<file path="src/verilog/pimc_pkg.sv">
// Constants and types shared by the PDM input mode control block
package pimc_pkg;

   // Clock and timing
   localparam int         CLK_NS      = 25;
   localparam int         T_ON_MS     = 2;
   localparam int         TON_CYC_DEF = T_ON_MS * 1000000 / CLK_NS;
   localparam int         T_OFF_US    = 5;
   localparam int         TOFF_CYC    = T_OFF_US * 1000 / CLK_NS;
   localparam int         LOSS_NS     = 2000;
   localparam logic [7:0] LOSS_CYC    = 8'((LOSS_NS + CLK_NS - 1) / CLK_NS);

   // Pattern run lengths
   localparam logic [7:0] MUTE_CNT = 8'h20;
   localparam logic [7:0] PD_CNT   = 8'h80;
   localparam logic [7:0] SET_CNT  = 8'h80;
   localparam logic [7:0] RUN_MAX  = 8'hff;
   localparam int         BYTE_W   = 8;

   // Silence pattern table and its indices
   localparam int         NPAT = 9;
   localparam logic [7:0] PAT_TAB [NPAT] = '{8'hd2, 8'hd4, 8'hd8, 8'he1, 8'he2,
                                             8'he4, 8'haa, 8'h66, 8'hac};
   localparam logic [3:0] ID_CLIP  = 4'h0;
   localparam logic [3:0] ID_GM3   = 4'h1;
   localparam logic [3:0] ID_GP3   = 4'h2;
   localparam logic [3:0] ID_SLOPE = 4'h3;
   localparam logic [3:0] ID_DPSA  = 4'h4;
   localparam logic [3:0] ID_BWE   = 4'h5;
   localparam logic [3:0] ID_DEF   = 4'h6;
   localparam logic [3:0] ID_MUTE  = 4'h7;
   localparam logic [3:0] ID_PD    = 4'h8;
   localparam logic [3:0] ID_NONE  = 4'hf;

   // Register map
   localparam logic [11:0] ADDR_CTRL  = 12'h000;
   localparam logic [11:0] ADDR_STAT  = 12'h004;
   localparam int          CTRL_EN    = 0;
   localparam int          CTRL_DEF   = 1;
   localparam logic        CTRL_EN_RST = 1'b1;
   localparam int          STAT_MODE  = 0;
   localparam int          STAT_GAIN  = 4;
   localparam int          STAT_CLIP  = 6;
   localparam int          STAT_SLOPE = 7;
   localparam int          STAT_DPSA  = 8;
   localparam int          STAT_BWE   = 9;
   localparam int          STAT_CLK   = 10;
   localparam int          STAT_FLT   = 11;

   // Audio path
   localparam int          NFLT      = 4;
   localparam int          HPF_SHIFT = 6;
   localparam int          LPF_SHIFT = 4;
   localparam int          DUTY_SH   = 9;
   localparam logic [17:0] AMP_POS   = 18'h04000;
   localparam logic [17:0] AMP_NEG   = 18'h3c000;
   localparam logic [7:0]  CLIP_LIM  = 8'h64;
   localparam logic [7:0]  DUTY_MAX  = 8'h7f;
   localparam logic [8:0]  PWM_MID   = 9'h080;

   typedef enum logic [2:0] {MD_PD_CLK, MD_POWERUP, MD_OPER, MD_MUTE, MD_PD_PAT, MD_FAULT} pimc_mode_e;
   typedef enum logic [1:0] {G_M3DB, G_0DB, G_P3DB} pimc_gain_e;

endpackage : pimc_pkg

</file>
<file path="src/verilog/pimc_rot_match.sv">
// Byte matcher that accepts a pattern in any bit rotation
`timescale 1ns/1ps
module pimc_rot_match #(
   parameter logic [7:0] PATTERN = 8'h00
) (
   input  logic [7:0] byte_in,
   output logic       hit
);
   import pimc_pkg::*;

   // Compare against all eight rotations
   always_comb begin
      logic [15:0] dbl;
      dbl = 16'h0000;
      hit = 1'b0;
      for (int r = 0; r < BYTE_W; r++) begin
         dbl = {PATTERN, PATTERN} >> (BYTE_W - r);
         if (byte_in == dbl[7:0]) begin
            hit = 1'b1;
         end
      end
   end

endmodule : pimc_rot_match

</file>
<file path="src/verilog/pimc_top.sv">
// PDM input mode control: clock watch, pattern modes, DC block, PWM
// Function
// - No bit clock means power-down with both outputs floating.
// - A clock appearing during power-down starts the way to operating.
// - 128 consecutive 0xAC bytes put the device into power-down.
// - Pattern power-down holds while 0xAC continues, any other byte resumes.
// - 32 consecutive 0x66 bytes put the device into mute.
// - Mute holds until a byte other than 0x66 arrives.
// - Mute floats both output stages.
// - Operating drives both outputs with audio from the stream.
// - Any active protection forces a distinct fault state; the code does not enter MD_FAULT from MD_PD_CLK.
// - The stream is high-pass filtered to remove DC.
// - Filtered audio becomes two PWM outputs in three-level modulation.
// - Settings come from silence patterns, defaults otherwise.
// - Gain is selectable as -3, 0 or +3 dB.
// - Operating is reached within 2 ms of power-up.
// - Power-down completes within 5 us.
// - Channel select low takes left, high takes right.
// - Patterns match regardless of byte alignment or rotation.
// - After power-up only mute and power-down patterns act.
//
// Register access over APB and the address map were left to the implementer.
`timescale 1ns/1ps
module pimc_top #(
   parameter int TON_CYC = pimc_pkg::TON_CYC_DEF
) (
   input  logic                      pclk,
   input  logic                      presetn,
   input  logic                      psel,
   input  logic                      penable,
   input  logic                      pwrite,
   input  logic [11:0]               paddr,
   input  logic [31:0]               pwdata,
   output logic [31:0]               prdata,
   output logic                      pready,
   output logic                      pslverr,
   input  logic                      bit_clock,
   input  logic                      data_in,
   input  logic                      channel_select_input,
   input  logic [pimc_pkg::NFLT-1:0] protect_fault,
   output logic                      noninverting_output,
   output logic                      noninverting_output_oe_n,
   output logic                      inverting_output,
   output logic                      inverting_output_oe_n
);
   import pimc_pkg::*;

   localparam int             TON_W  = $clog2(TON_CYC + 1);
   localparam int             A_TOFF = TOFF_CYC;
   localparam logic [TON_W:0] PU_MAX = (TON_W + 1)'(TON_CYC);

   typedef struct packed {
      logic             clk_s1;
      logic             clk_s2;
      logic             clk_s3;
      logic             dat_s1;
      logic             dat_s2;
      logic             lr_s1;
      logic             lr_s2;
      logic [NFLT-1:0]  flt_s1;
      logic [NFLT-1:0]  flt_s2;
      logic [7:0]       idle_cnt;
      pimc_mode_e       mode;
      logic [TON_W-1:0] ton_cnt;
      logic [7:0]       shreg;
      logic [2:0]       bit_cnt;
      logic [3:0]       last_id;
      logic [7:0]       run;
      pimc_gain_e       gain;
      logic             clip_on;
      logic             slope_low;
      logic             dpsa_off;
      logic             bwe_on;
      logic             amp_en;
      logic [31:0]      rdata;
      logic [17:0]      dc;
      logic [17:0]      lvl;
      logic [7:0]       pwm_cnt;
      logic             out_a;
      logic             out_b;
      logic             oe_n;
   } pimc_state_s;

   pimc_state_s     st;
   pimc_state_s     next_st;
   logic            clk_rise;
   logic            clk_fall;
   logic            bit_v;
   logic            byte_v;
   logic            lost;
   logic            flt_any;
   logic [7:0]      byte_nx;
   logic [NPAT-1:0] hits;
   logic [3:0]      hit_id;
   logic [7:0]      run_nx;
   logic            apb_setup;
   logic            apb_wr;
   logic            mapped;

   // Lowest index wins among pattern hits
   function automatic logic [3:0] first_hit(input logic [NPAT-1:0] h);
      logic [3:0] id;
      id = ID_NONE;
      for (int i = NPAT - 1; i >= 0; i--) begin
         if (h[i]) begin
            id = 4'(i);
         end
      end
      return id;
   endfunction : first_hit

   // One matcher per silence pattern
   for (genvar gi = 0; gi < NPAT; gi++) begin : g_match
      pimc_rot_match #(
         .PATTERN (PAT_TAB[gi])
      ) u_match (
         .byte_in (byte_nx),
         .hit     (hits[gi])
      );
   end

   // Edge finding, channel pick and byte assembly
   assign clk_rise = st.clk_s2 & ~st.clk_s3;
   assign clk_fall = ~st.clk_s2 & st.clk_s3;
   assign bit_v    = st.lr_s2 ? clk_fall : clk_rise;
   assign byte_nx  = {st.shreg[6:0], st.dat_s2};
   assign byte_v   = bit_v && (st.bit_cnt == 3'h7);
   assign hit_id   = first_hit(hits);
   assign lost     = (st.idle_cnt >= LOSS_CYC) && !clk_rise && !clk_fall;
   assign flt_any  = |st.flt_s2;

   // Run length of the same pattern, restarted by any other byte
   assign run_nx = (hit_id == ID_NONE) ? 8'h00 :
                   (hit_id != st.last_id) ? 8'h01 :
                   (st.run == RUN_MAX) ? RUN_MAX : st.run + 8'h01;

   // APB slave, no wait states
   assign apb_setup = psel & ~penable;
   assign apb_wr    = psel & penable & pwrite & (paddr == ADDR_CTRL);
   assign mapped    = (paddr == ADDR_CTRL) || (paddr == ADDR_STAT);
   assign pready    = 1'b1;
   assign pslverr   = psel & penable & ~mapped;
   assign prdata    = st.rdata;

   // Output pins
   assign noninverting_output      = st.out_a;
   assign inverting_output         = st.out_b;
   assign noninverting_output_oe_n = st.oe_n;
   assign inverting_output_oe_n    = st.oe_n;

   // Next state of the whole block
   always_comb begin
      logic signed [17:0] samp;
      logic signed [17:0] hp;
      logic signed [17:0] gsig;
      logic signed [17:0] dlt;
      logic signed [17:0] lv;
      logic [7:0]         lim;
      logic [7:0]         duty;
      logic [8:0]         half;
      samp    = 18'h00000;
      hp      = 18'h00000;
      gsig    = 18'h00000;
      dlt     = 18'h00000;
      lv      = 18'h00000;
      lim     = 8'h00;
      duty    = 8'h00;
      half    = 9'h000;
      next_st = st;

      // Pin synchronisers
      next_st.clk_s1 = bit_clock;
      next_st.clk_s2 = st.clk_s1;
      next_st.clk_s3 = st.clk_s2;
      next_st.dat_s1 = data_in;
      next_st.dat_s2 = st.dat_s1;
      next_st.lr_s1  = channel_select_input;
      next_st.lr_s2  = st.lr_s1;
      next_st.flt_s1 = protect_fault;
      next_st.flt_s2 = st.flt_s1;

      // Clock presence watchdog
      if (clk_rise || clk_fall) begin
         next_st.idle_cnt = 8'h00;
      end else if (st.idle_cnt < LOSS_CYC) begin
         next_st.idle_cnt = st.idle_cnt + 8'h01;
      end

      // Bit and byte collection
      if (bit_v) begin
         next_st.shreg   = byte_nx;
         next_st.bit_cnt = st.bit_cnt + 3'h1;
      end
      if (byte_v) begin
         next_st.last_id = hit_id;
         next_st.run     = run_nx;
      end

      // Mode sequencing
      case (st.mode)
         MD_PD_CLK: begin
            if (clk_rise && st.amp_en) begin
               next_st.mode    = MD_POWERUP;
               next_st.ton_cnt = '0;
            end
         end
         MD_POWERUP: begin
            if (st.ton_cnt == TON_W'(TON_CYC - 1)) begin
               next_st.mode = MD_OPER;
            end else begin
               next_st.ton_cnt = st.ton_cnt + 1'b1;
            end
            if (byte_v && run_nx == SET_CNT) begin
               case (hit_id)
                  ID_CLIP:  next_st.clip_on   = 1'b1;
                  ID_GM3:   next_st.gain      = G_M3DB;
                  ID_GP3:   next_st.gain      = G_P3DB;
                  ID_SLOPE: next_st.slope_low = 1'b1;
                  ID_DPSA:  next_st.dpsa_off  = 1'b1;
                  ID_BWE:   next_st.bwe_on    = 1'b1;
                  ID_DEF: begin
                     next_st.gain      = G_0DB;
                     next_st.clip_on   = 1'b0;
                     next_st.slope_low = 1'b0;
                     next_st.dpsa_off  = 1'b0;
                     next_st.bwe_on    = 1'b0;
                  end
                  default: ;
               endcase
            end
         end
         MD_OPER: begin
            // Only mute and power-down patterns act here
            if (byte_v && hit_id == ID_MUTE && run_nx == MUTE_CNT) begin
               next_st.mode = MD_MUTE;
            end else if (byte_v && hit_id == ID_PD && run_nx == PD_CNT) begin
               next_st.mode = MD_PD_PAT;
            end
         end
         MD_MUTE: begin
            if (byte_v && hit_id != ID_MUTE) begin
               next_st.mode = MD_OPER;
            end
         end
         MD_PD_PAT: begin
            if (byte_v && hit_id != ID_PD) begin
               next_st.mode = MD_OPER;
            end
         end
         MD_FAULT: begin
            if (!flt_any) begin
               next_st.mode = MD_OPER;
            end
         end
         default: next_st.mode = MD_PD_CLK;
      endcase

      // Clock loss and protection override the sequence
      if (lost || !st.amp_en) begin
         next_st.mode = MD_PD_CLK;
         next_st.run  = 8'h00;
      end else if (flt_any && st.mode != MD_PD_CLK) begin
         next_st.mode = MD_FAULT;
      end

      // Register writes
      if (apb_wr) begin
         next_st.amp_en = pwdata[CTRL_EN];
         if (pwdata[CTRL_DEF]) begin
            next_st.gain      = G_0DB;
            next_st.clip_on   = 1'b0;
            next_st.slope_low = 1'b0;
            next_st.dpsa_off  = 1'b0;
            next_st.bwe_on    = 1'b0;
         end
      end

      // Read data captured in the setup phase
      if (apb_setup) begin
         next_st.rdata = 32'h00000000;
         if (paddr == ADDR_CTRL) begin
            next_st.rdata[CTRL_EN] = st.amp_en;
         end else if (paddr == ADDR_STAT) begin
            next_st.rdata[STAT_MODE +: 3] = st.mode;
            next_st.rdata[STAT_GAIN +: 2] = st.gain;
            next_st.rdata[STAT_CLIP]      = st.clip_on;
            next_st.rdata[STAT_SLOPE]     = st.slope_low;
            next_st.rdata[STAT_DPSA]      = st.dpsa_off;
            next_st.rdata[STAT_BWE]       = st.bwe_on;
            next_st.rdata[STAT_CLK]       = st.idle_cnt < LOSS_CYC;
            next_st.rdata[STAT_FLT]       = flt_any;
         end
      end

      // DC block, gain and smoothing per selected bit
      if (bit_v) begin
         samp = st.dat_s2 ? AMP_POS : AMP_NEG;
         hp   = samp - $signed(st.dc);
         next_st.dc = st.dc + 18'(hp >>> HPF_SHIFT);
         case (st.gain)
            G_M3DB:  gsig = hp - (hp >>> 2) - (hp >>> 4);
            G_P3DB:  gsig = hp + (hp >>> 2) + (hp >>> 3) + (hp >>> 5);
            default: gsig = hp;
         endcase
         dlt = gsig - $signed(st.lvl);
         next_st.lvl = st.lvl + 18'(dlt >>> LPF_SHIFT);
      end

      // Duty with optional soft limit
      lim = st.clip_on ? CLIP_LIM : DUTY_MAX;
      lv  = $signed(st.lvl) >>> DUTY_SH;
      if (lv > $signed({10'h000, lim})) begin
         duty = lim;
      end else if (lv < -$signed({10'h000, lim})) begin
         duty = 8'h00 - lim;
      end else begin
         duty = lv[7:0];
      end

      // Three-level PWM: zero input gives equal in-phase pulses
      half = {duty[7], duty[7], duty[7:1]};
      next_st.pwm_cnt = st.pwm_cnt + 8'h01;
      next_st.out_a   = {1'b0, st.pwm_cnt} < (PWM_MID + half);
      next_st.out_b   = {1'b0, st.pwm_cnt} < (PWM_MID - half);

      // Only operating drives the stages
      if (next_st.mode == MD_OPER) begin
         next_st.oe_n = 1'b0;
      end else begin
         next_st.oe_n  = 1'b1;
         next_st.out_a = 1'b0;
         next_st.out_b = 1'b0;
      end
   end

   // State register
   always_ff @(posedge pclk or negedge presetn) begin
      if (!presetn) begin
         st          <= '0;
         st.mode     <= MD_PD_CLK;
         st.gain     <= G_0DB;
         st.amp_en   <= CTRL_EN_RST;
         st.idle_cnt <= LOSS_CYC;
         st.last_id  <= ID_NONE;
         st.oe_n     <= 1'b1;
      end else begin
         st <= next_st;
      end
   end

   // Cycles spent in power-up, for checking only
   logic [TON_W:0] pu_age;
   always_ff @(posedge pclk or negedge presetn) begin
      if (!presetn) begin
         pu_age <= '0;
      end else if (st.mode == MD_POWERUP) begin
         pu_age <= pu_age + 1'b1;
      end else begin
         pu_age <= '0;
      end
   end
endmodule : pimc_top

</file>
<file path="config.mk">
export PLATFORM = sky130hd
export DESIGN_NAME = pimc_top
export DESIGN_NICKNAME = d
export VERILOG_FILES = /design/src/verilog/pimc_pkg.sv /design/src/verilog/pimc_rot_match.sv /design/src/verilog/pimc_top.sv
export SDC_FILE = /design/constraint.sdc
export NUM_CORES = 1
export LEC_CHECK = 0
export BUFFER_PORTS_ARGS = -buffer_cell sky130_fd_sc_hd__buf_2
export CAP_MARGIN = 20
export CELL_PAD_IN_SITES_DETAIL_PLACEMENT = 1
export CELL_PAD_IN_SITES_GLOBAL_PLACEMENT = 1
export CORE_MARGIN = 3
export CORE_UTILIZATION = 51
export DETAILED_ROUTE_END_ITERATION = 8
export PLACE_DENSITY = 0.86
export SLEW_MARGIN = 20
export SYNTH_ARGS = -nofsm -noshare
export SYNTH_HDL_FRONTEND = slang
export SYNTH_SLANG_ARGS = --single-unit
export TNS_END_PERCENT = 50
</file>
<file path="constraint.sdc">
create_clock -name pclk -period 18.08 [get_ports pclk]
set_input_delay 1.808 -clock pclk [delete_from_list [all_inputs] [get_ports pclk]]
set_output_delay 1.808 -clock pclk [all_outputs]
set_load 0.05 [all_outputs]
</file>
Yosys cells after proc, flatten, opt, wreduce, memory -nomap -nowiden

Cells that the tools add are included.

Register bits: 130
Bits of input ports: 56
Output and inout port bits: 38
Word-level logic and storage cells: 294

$add $sub $neg: 18
$lt $le $gt $ge: 6
Equal/unequal tests: 89
Muxes and demuxes: 113
Bitwise operators: 11
Reduce and logical (&&, ||, !) cells: 28

Operators by type and width:

| operator                                      | count |
|---|---|
| == test 8 bit, second input constant          | 33 |
| == test 8 x 7 -> 1 bit, second input constant | 18 |
| 2-to-1 mux 8 bit                              | 11 |
| == test 8 x 6 -> 1 bit, second input constant | 10 |
| 2-to-1 mux 1 bit                              | 65 |
| adder 18 bit                                  | 2 |
| 2-to-1 mux 18 bit                             | 2 |
| one-hot mux 18 bit (2 select lines)           | 1 |
| subtractor 18 bit                             | 2 |
| one-hot mux 17 bit (2 select lines)           | 1 |
| 2-to-1 mux 4 bit                              | 8 |
| 2-to-1 mux 3 bit                              | 10 |
| adder 8 x 1 -> 8 bit, second input constant   | 3 |
| == test 8 x 5 -> 1 bit, second input constant | 3 |
| 2-to-1 mux 20 bit                             | 1 |
| adder 18 x 13 -> 18 bit                       | 1 |
| adder 18 x 15 -> 18 bit                       | 1 |
| adder 18 x 16 -> 18 bit                       | 1 |
| less-than comparator 8 x 9 -> 1 bit           | 2 |
| less-than comparator 9 x 18 -> 1 bit          | 1 |
| 2-to-1 mux 6 bit                              | 3 |
| negation 7 -> 18 bit                          | 1 |
| one-hot mux 3 bit (6 select lines)            | 1 |
| subtractor 18 x 14 -> 18 bit                  | 1 |
| 43 further kinds                              | 83 |

Logic depth before layout (Yosys ltp)

Gate-level depths: netlist of the first run.

Depth after elaboration: 30
Gate-level depth with buffers: 37
Depth with buffers taken out: 36

Cells and area by module

A second synthesis of the first run with hierarchy kept.

Cells, all modules: 1616
Area total of the unflattened synthesis: 13568.0 sq um

By module, submodules not included:

| module                               | times used | cells each | area each (sq um) | sequential area each (sq um) |
|---|---|---|---|---|
| pimc_top                             | 1          | 1491       | 12520.8           | 3264.4 |
| pimc_rot_match at g_match[5].u_match | 1          | 17         | 158.9             | 0.0 |
| pimc_rot_match at g_match[8].u_match | 1          | 18         | 157.7             | 0.0 |
| pimc_rot_match at g_match[4].u_match | 1          | 18         | 155.1             | 0.0 |
| pimc_rot_match at g_match[1].u_match | 1          | 20         | 153.9             | 0.0 |
| pimc_rot_match at g_match[2].u_match | 1          | 17         | 143.9             | 0.0 |
| pimc_rot_match at g_match[0].u_match | 1          | 12         | 80.1              | 0.0 |
| pimc_rot_match at g_match[3].u_match | 1          | 11         | 77.6              | 0.0 |
| pimc_rot_match at g_match[6].u_match | 1          | 7          | 61.3              | 0.0 |
| pimc_rot_match at g_match[7].u_match | 1          | 5          | 58.8              | 0.0 |

Worst setup path before layout of the first run

No wires, ideal clock.

Path kind: register -> register
Start: register st[33] in the netlist's numbering
End: register st[28] in the netlist's numbering
Setup time: 130 ps
Arrival time: 7111 ps
Required time: 17950 ps
Setup slack: 10839 ps
Cell stages (with the launch flop): 34
Path buffers: 1
Period minus slack after synthesis: 7241 ps
Cell sequence: dfrtp_1 > clkbuf_1 > nor3_2 > nand2_1 > or4_1 > nor3_2 > nand2_1 > xnor2_1 > inv_1 > ha_1 > inv_1 > fa_1 > inv_1 > ha_1 > and3_1 > a21oi_1 > a31oi_1 > xor2_1 > a211oi_1 > a21oi_1 > ha_1 > or2_2 > a21oi_1 > a31oi_1 > a31oi_1 > xnor2_1 > xnor2_1 > ha_1 > a21o_1 > a21oi_1 > o21ai_0 > a31oi_1 > xor2_1 > o21ai_1

Cells in the longest elaborated chain, start to end: 8

Ends and longest elaborated chain:

| item                                  | line            | source |
|---|---|---|
| start, declared                       | pimc_top.sv:84  | `pimc_state_s st;` |
| start signal, assigned                | pimc_top.sv:347 | `st <= next_st;` |
| subtractor 18 bit *                   | pimc_top.sv:298 | `hp = samp - $signed(st.dc);` |
| adder 18 x 16 -> 18 bit               | pimc_top.sv:302 | `G_P3DB: gsig = hp + (hp >>> 2) + (hp >>> 3) + (hp >>> 5);` |
| adder 18 x 15 -> 18 bit               | pimc_top.sv:302 |  |
| adder 18 x 13 -> 18 bit               | pimc_top.sv:302 |  |
| one-hot mux 18 bit (2 select lines) * | pimc_top.sv:300 | `case (st.gain)` |
| 2-to-1 mux 18 bit *                   | pimc_top.sv:296 | `if (bit_v) begin` |
| subtractor 18 bit *                   | pimc_top.sv:305 | `dlt = gsig - $signed(st.lvl);` |
| adder 18 bit *                        | pimc_top.sv:306 | `next_st.lvl = st.lvl + 18'(dlt >>> LPF_SHIFT);` |

Mark *: on every way between the ends. The rest lies on a longest branch, timed or not. The select of a mux whose other input is x is not followed.
A chain may end at the register's enable or synchronous reset.

Worst setup path in the final report of the first run

Start: register st[30] in the netlist's numbering
End: register st[28] in the netlist's numbering

The elaborated chain is that of the path after synthesis.

==> results of run 1 <==
[layer usage]
| layer | vias up | GRT usage |
|---|---|---|
| met5 | - | 0 |
| met4 | 0 | 0.104 |
| met3 | 93 | 0.0399 |
| met2 | 247 | 0.493 |
| met1 | 5694 | 0.336 |
| li1 | 5459 | - |
[cell usage after synthesis (10+ instances only)]
master,n
xor2_1,45
buf_2,12
o21a_1,16
nand2_1,120
nor2_1,136
nand4_1,13
o21bai_1,12
a21o_1,23
nor2b_1,24
a31oi_1,14
buf_4,38
nand3_1,39
fa_1,23
a22o_1,11
nor3_1,40
dfrtp_1,121
and3_1,16
nand2b_1,20
ha_1,137
nor4bb_1,13
and2_1,17
xnor2_1,86
a211oi_1,19
o21ai_0,72
inv_1,111
o31ai_1,11
clkbuf_1,33
nor4_1,10
or3_1,10
a21oi_1,107
[cell type report]
class                           instances  area share
Timing Repair Buffer                   50      0.0205
Multi-Input combinational cell       1233       0.641
Sequential cell                       130       0.237
Clock buffer                           19      0.0314
Inverter                              114      0.0311
Clock inverter                         13     0.00936
Tap cell                              324      0.0294
[flip-flops by register name, summed over array words and instances (netlist names)]
register	cells
inverting_output_oe_n	1
prdata	11
st	100
byte_nx	8
noninverting_output	1
inverting_output	1
next_st	8
[how the worst max path moves through the flow]
| stage | slack (ns) | startpoint | depth (start not counted) | to |
|---|---|---|---|---|
| finish | 9.07 | st[30]$_DFFE_PN0P_ | 31 | st[28]$_DFFE_PN0P_ |
| global route | 8.48 | st[29]$_DFFE_PN0P_ | 34 | st[25]$_DFFE_PN0P_ |
| CTS | 9.11 | st[32]$_DFFE_PN0P_ | 31 | st[28]$_DFFE_PN0P_ |
| detailed placement | 9.17 | st[32]$_DFFE_PN0P_ | 31 | st[28]$_DFFE_PN0P_ |
| global placement | 9.50 | st[32]$_DFFE_PN0P_ | 31 | st[28]$_DFFE_PN0P_ |
| floorplan | 10.84 | st[33]$_DFFE_PN0P_ | 33 | st[28]$_DFFE_PN0P_ |
[cell families after synthesis]
family | count (synthesis)
AND/OR/NAND/NOR | 524
AO/OA/AOI/OAI | 382
buffers and inverters | 206
adder cells (fa/ha/maj) | 160
XOR/XNOR | 131
flip-flops | 130
multiplexers | 14
other | 2
[critical path: cells and delay by family (launching register included)]
family	cells	cell delay, ns
AO/OA/AOI/OAI	13	2.87
adder cells (fa/ha/maj)	5	1.94
AND/OR/NAND/NOR	6	1.74
XOR/XNOR	4	1.41
buffers and inverters	3	0.46
flip-flops	1	0.45
[per-stage QoR]
step	hold slack [ns]	area (sq um)	cells
after floorplan	0.331	13000	1569
after global placement	0.333	13200	1850
after detailed placement	0.337	13200	1850
after CTS	0.345	13800	1882
after global routing	0.352	13800	1883
final	0.343	13800	1883
==> results.py, run 1 <==
metrics = {
    "clock_network": {
        "clkSlewWorstSetupHoldPaths_ns": 0.07,
        "cts_buffer_depth": 2,
        "cts_tree": "done",
        "clk_latency_ns": 0.43,
        "ctsHtreeMaxLevel": 4,
        "numCtsBuffers": 17,
        "cts.root.buffer_cell": "clkbuf_16",
        "ctsResizeCount": 0,
        "cts_hold_buf": 0,
        "clock_sinks": 130,
        "post_cts.repair.setup_buffers": 0,
    },
    "hold_path": {
        "hold_depth": 0,
        "worstHoldStart": "next_st[140]$_DFF_PN0_",
        "whs_endpoint": "st[140]$_DFF_PN0_",
        "hold_path_class": "reg -> reg",
    },
    "setup_path": {
        "critPathSlowestCell": "a2111oi_0",
        "worst_r2r_path_depth": 31,
        "end_kind": "flop",
        "cp_slowest_stage_delay_ns": 0.69,
        "crit_top_cell": "ha_1",
        "rr_startpoint": "st[30]$_DFFE_PN0P_",
        "r2r_slack_ns": 9.07,
        "crit_required_ns": 18.37,
        "reg2reg_to": "st[28]$_DFFE_PN0P_",
        "critPathLaunchType": "flop",
        "cp_max_fo": 6,
        "worstSetupPathType": "reg -> reg",
        "cp.arrival_ns": 9.30,
    },
    "timing": {
        "fin_ws_ns": 9.07,
        "fin_crit_ns": 9.01,
        "max_slew_margin": 0.316,
        "hold_viol": 0,
        "setup_violations": 0,
        "maxSlewViolCount": 0,
        "tightest_slew_ns": 1.02,
        "fmax_mhz": 111,
        "rsz0062_at_grt": "false",
        "tns_ns": 0,
        "finalClockSkew_ns": 0.0137,
        "min_period_over_period": 0.499,
    },
    "placed_design": {
        "dp_hpwl_um": 26900,
        "port_buffers": 41,
        "preCtsSetupSlack_ns": 9.17,
        "gp_congestion": 0.892,
    },
    "yosys": {
        "synth_seq_cells": 130,
        "synth_top_area_cell": "dfrtp_1",
        "synth_mux_area_frac": 0.0113,
        "netlist.area_leader.share": 0.234,
        "synth_flop_cell": "dfrtp_1",
        "syn-cell-area_sq_mm": 0.0130,
        "netlist_instances": 1549,
        "synth-simple-area-share": 0.213,
        "synth_compound_area_frac": 0.193,
        "ys_types": 95,
        "ys_warn_count": 0,
        "synthArstFlopShare": 1.00,
        "syn_area_per_cell_sq_um": 8.37,
        "ys_top_cells_by_area": "dfrtp_1, ha_1, xnor2_1",
        "synth-xor-area-share": 0.0885,
        "synth_top_family_by_area": "simple AND/OR/NAND/NOR gates",
        "synthAdderAreaFrac": 0.168,
        "synth_edf_count": 0,
        "yosysSeqAreaShare": 0.252,
    },
    "final_layout": {
        "fin_util": 0.558,
        "n_antenna_cell": 0,
        "multiInputGateArea_sq_mm": 0.00883,
        "filler_cell_count": 2964,
        "area_growth_syn_to_layout_pct": 6.20,
        "drive_gt1_frac": 0.0783,
        "seqCellArea_sq_mm": 0.00326,
        "final_cell_mix": "ha_1, nor2_1, dfrtp_1",
        "final_common_cell": "ha_1",
        "nNetsFinal": 1762,
    },
    "global_routing": {
        "grt.total_usage": 0.276,
        "antenna_found_initial": 0,
        "first_global_vias": 12200,
        "grt_pass1_wl_um": 61300,
        "grt.overflow.total": 0,
        "grt_max_degree": 86,
    },
    "routing": {
        "route.met3.wl_um": 1320,
        "wire_per_inst_um": 19.7,
        "top_layer": "met4",
        "met1Wirelength_um": 16100,
        "finalWirelength_um": 37100,
        "first_pass_iters": 5,
        "vias": 11500,
        "dr_wl_met2_um": 18500,
        "final_antenna_net_count": 0,
        "vias_per_cell": 6.10,
        "drc": 0,
        "drt_first_iter_violations": 731,
    },
    "floorplan": {
        "dieArea_sq_mm": 0.0274,
        "die_w_um": 165,
        "num_rows": 57,
        "core_area_sq_mm": 0.0247,
        "boundaryPins": 94,
        "die_y_um": 165,
        "start_util": 0.526,
    },
    "status": {
        "status": "complete, no violations",
    },
    "flow_run": {
        "maxCapViolCount": 0,
    },
}
Power of run 1 is left out: the tool's default activity adds up to more than one toggle a clock period on the data nets, which glitch-free logic cannot reach.
==> run 2, diff against run 1 <==
--- a/config.mk
+++ b/config.mk
@@ -5,14 +5,15 @@
 export SDC_FILE = /design/constraint.sdc
 export NUM_CORES = 1
 export LEC_CHECK = 0
+export ABC_AREA = 1
 export BUFFER_PORTS_ARGS = -buffer_cell sky130_fd_sc_hd__buf_2
 export CAP_MARGIN = 20
 export CELL_PAD_IN_SITES_DETAIL_PLACEMENT = 1
 export CELL_PAD_IN_SITES_GLOBAL_PLACEMENT = 1
 export CORE_MARGIN = 3
-export CORE_UTILIZATION = 51
+export CORE_UTILIZATION = 45
 export DETAILED_ROUTE_END_ITERATION = 8
-export PLACE_DENSITY = 0.86
+export PLACE_DENSITY = 0.8
 export SLEW_MARGIN = 20
 export SYNTH_ARGS = -nofsm -noshare
 export SYNTH_HDL_FRONTEND = slang
==> constraint.sdc (replaced) <==
create_clock -name pclk -period 8.3 [get_ports pclk]
set_input_delay 0.83 -clock pclk [delete_from_list [all_inputs] [get_ports pclk]]
set_output_delay 0.83 -clock pclk [all_outputs]
set_load 0.05 [all_outputs]
==> results.py, run 2 <==
metrics = {
    "final_layout": {
        "nNetsFinal": 2103,
        "filler_cell_count": 3744,
        "regMostFlops": "st",
        "final_cell_mix": "nand2_1, inv_1, nor2_1",
        "n_antenna_cell": 0,
        "seqCellArea_sq_mm": 0.00326,
        "multiInputGateArea_sq_mm": 0.00842,
        "design_area_sq_mm": 0.0141,
        "drive_gt1_frac": 0.0921,
        "fin_util": 0.503,
        "area_growth_syn_to_layout_pct": 9.23,
        "largest_reg_flops": 100,
        "final_common_cell": "nand2_1",
    },
    "clock_network": {
        "cts_tree": "done",
        "numCtsBuffers": 17,
        "cts_buffer_depth": 2,
        "clock_sinks": 130,
        "ctsHtreeMaxLevel": 4,
        "clkSlewWorstSetupHoldPaths_ns": 0.07,
        "cts.root.buffer_cell": "clkbuf_16",
        "cts_hold_buf": 0,
        "clk_latency_ns": 0.43,
    },
    "floorplan": {
        "core_area_sq_mm": 0.0281,
        "die_w_um": 176,
        "dieArea_sq_mm": 0.0308,
        "start_util": 0.461,
        "num_rows": 61,
        "boundaryPins": 94,
        "die_y_um": 176,
    },
    "timing": {
        "max_slew_margin": 0.414,
        "tightest_slew_ns": 0.876,
        "fmax_mhz": 130,
        "min_period_over_period": 0.927,
        "whs_ns": 0.349,
        "finalClockSkew_ns": 0.0124,
        "hold_viol": 0,
        "maxSlewViolCount": 0,
        "setup_violations": 0,
        "rsz0062_at_grt": "true",
        "fin_crit_ns": 7.69,
    },
    "placed_design": {
        "port_buffers": 41,
        "gp_congestion": 0.927,
        "dp_hpwl_um": 29300,
        "place_area_sq_mm": 0.0135,
    },
    "global_routing": {
        "use_met2": 0.414,
        "grt_use_met1": 0.324,
        "first_global_vias": 12800,
        "grt_pass1_wl_um": 61900,
        "grt.overflow.total": 0,
        "grt_max_degree": 70,
        "grt.total_usage": 0.242,
        "grt.busiest_layer": "met2",
        "grtUsageMet3": 0.0320,
        "antenna_found_initial": 0,
    },
    "yosys": {
        "ys_top_cells_by_area": "dfrtp_1, ha_1, nand2_1",
        "synthArstFlopShare": 1.00,
        "synth_seq_cells": 130,
        "syn_area_per_cell_sq_um": 7.02,
        "synth_flop_cell": "dfrtp_1",
        "syn-cell-area_sq_mm": 0.0129,
        "netlist.area_leader.share": 0.234,
        "yosysMostFrequentCell": "nand2_1",
        "ys_types": 55,
        "ys_warn_count": 0,
        "synth_top_area_cell": "dfrtp_1",
        "synth_edf_count": 0,
        "netlist_instances": 1845,
        "synth_commonest_cells": "nand2_1, inv_1, nor2_1",
        "yosysSeqAreaShare": 0.252,
    },
    "routing": {
        "wire_per_inst_um": 16.3,
        "drt_first_iter_violations": 655,
        "final_antenna_net_count": 0,
        "vias_per_cell": 5.36,
        "drc": 0,
        "first_pass_iters": 5,
        "finalWirelength_um": 37100,
        "vias": 12200,
    },
    "setup_path": {
        "cp.arrival_ns": 8.00,
        "worst_r2r_path_depth": 48,
        "end_kind": "flop",
        "worstSetupPathType": "reg -> reg",
        "cp_max_fo": 7,
        "critPathSlowestCell": "fa_1",
        "cp_slowest_stage_delay_ns": 0.53,
        "critPathLaunchType": "flop",
        "crit_required_ns": 8.61,
        "crit_top_cell": "nand2_1",
    },
    "hold_path": {
        "hold_path_class": "reg -> reg",
        "hold_depth": 0,
    },
    "flow_run": {
        "maxCapViolCount": 0,
    },
    "status": {
        "status": "complete, no violations",
    },
}
-- run 2: worst max-delay path: cells and delay by family (launching register included) --
kind | cells | cell delay [ns]
compound gates | 10 | 1.65
flops | 1 | 0.47
simple gates | 29 | 3.44
xor+xnor | 1 | 0.09
buf+inv | 4 | 0.42
fa+ha+maj | 4 | 1.51
-- run 2: layout make-up --
cell class | instances | area share
Multi-Input combinational cell | 1399 | 0.596
Sequential cell | 130 | 0.231
Inverter | 280 | 0.0743
Tap cell | 378 | 0.0334
Clock buffer | 18 | 0.0311
Timing Repair Buffer | 59 | 0.0245
Clock inverter | 14 | 0.0102
-- run 2: what timing repair did --
item / 4_1_cts / 5_1_grt
endpoints found under the setup margin: 0 / 3
resized for setup: 0 / 16
buffers inserted: 0 / 0
-- run 2: worst paths after layout --
kind	slack (ns)	to	from
worst min-delay path	0.35	byte_nx[0]$_DFF_PN0_	next_st[147]$_DFF_PN0_
min in group asynchronous	0.41	st[14]$_DFFE_PN0P_	presetn
max in group asynchronous	6.57	st[116]$_DFFE_PN0P_	presetn
worst max register to register	0.61	st[28]$_DFFE_PN0P_	st[31]$_DFFE_PN0P_
worst max-delay path	0.61	st[28]$_DFFE_PN0P_	st[31]$_DFFE_PN0P_
worst min register to register	0.35	byte_nx[0]$_DFF_PN0_	next_st[147]$_DFF_PN0_
-- run 2: cells by family after synthesis --
family | count (synthesis) | synth area share
other | 2 | 0.000580
AO/OA/AOI/OAI | 353 | 0.153
flip-flops | 130 | 0.252
AND/OR/NAND/NOR | 773 | 0.256
XOR/XNOR | 91 | 0.0621
buffers and inverters | 336 | 0.108
adder cells (fa/ha/maj) | 160 | 0.168
-- run 2: per-layer routing --
layer | part of all wire | vias up
met5 | 0 | -
met4 | 0.014 | 0
met3 | 0.027 | 44
met2 | 0.48 | 153
met1 | 0.48 | 5958
li1 | - | 6063
-- run 2: per-stage QoR --
| step | worst slack [ns] | setup TNS [ns] | cells |
|---|---|---|---|
| 6_report | 0.609 | 0 | 2278 |
| 4_1_cts | 0.435 | 0 | 2278 |
| 3_5_place_dp | 0.615 | 0 | 2246 |
| 2_1_floorplan | 1.75 | 0 | 1865 |
| 5_1_grt | -0.0954 | -0.127 | 2278 |
| 3_3_place_gp | 0.860 | 0 | 2246 |
Power of run 2 is left out for the same reason.
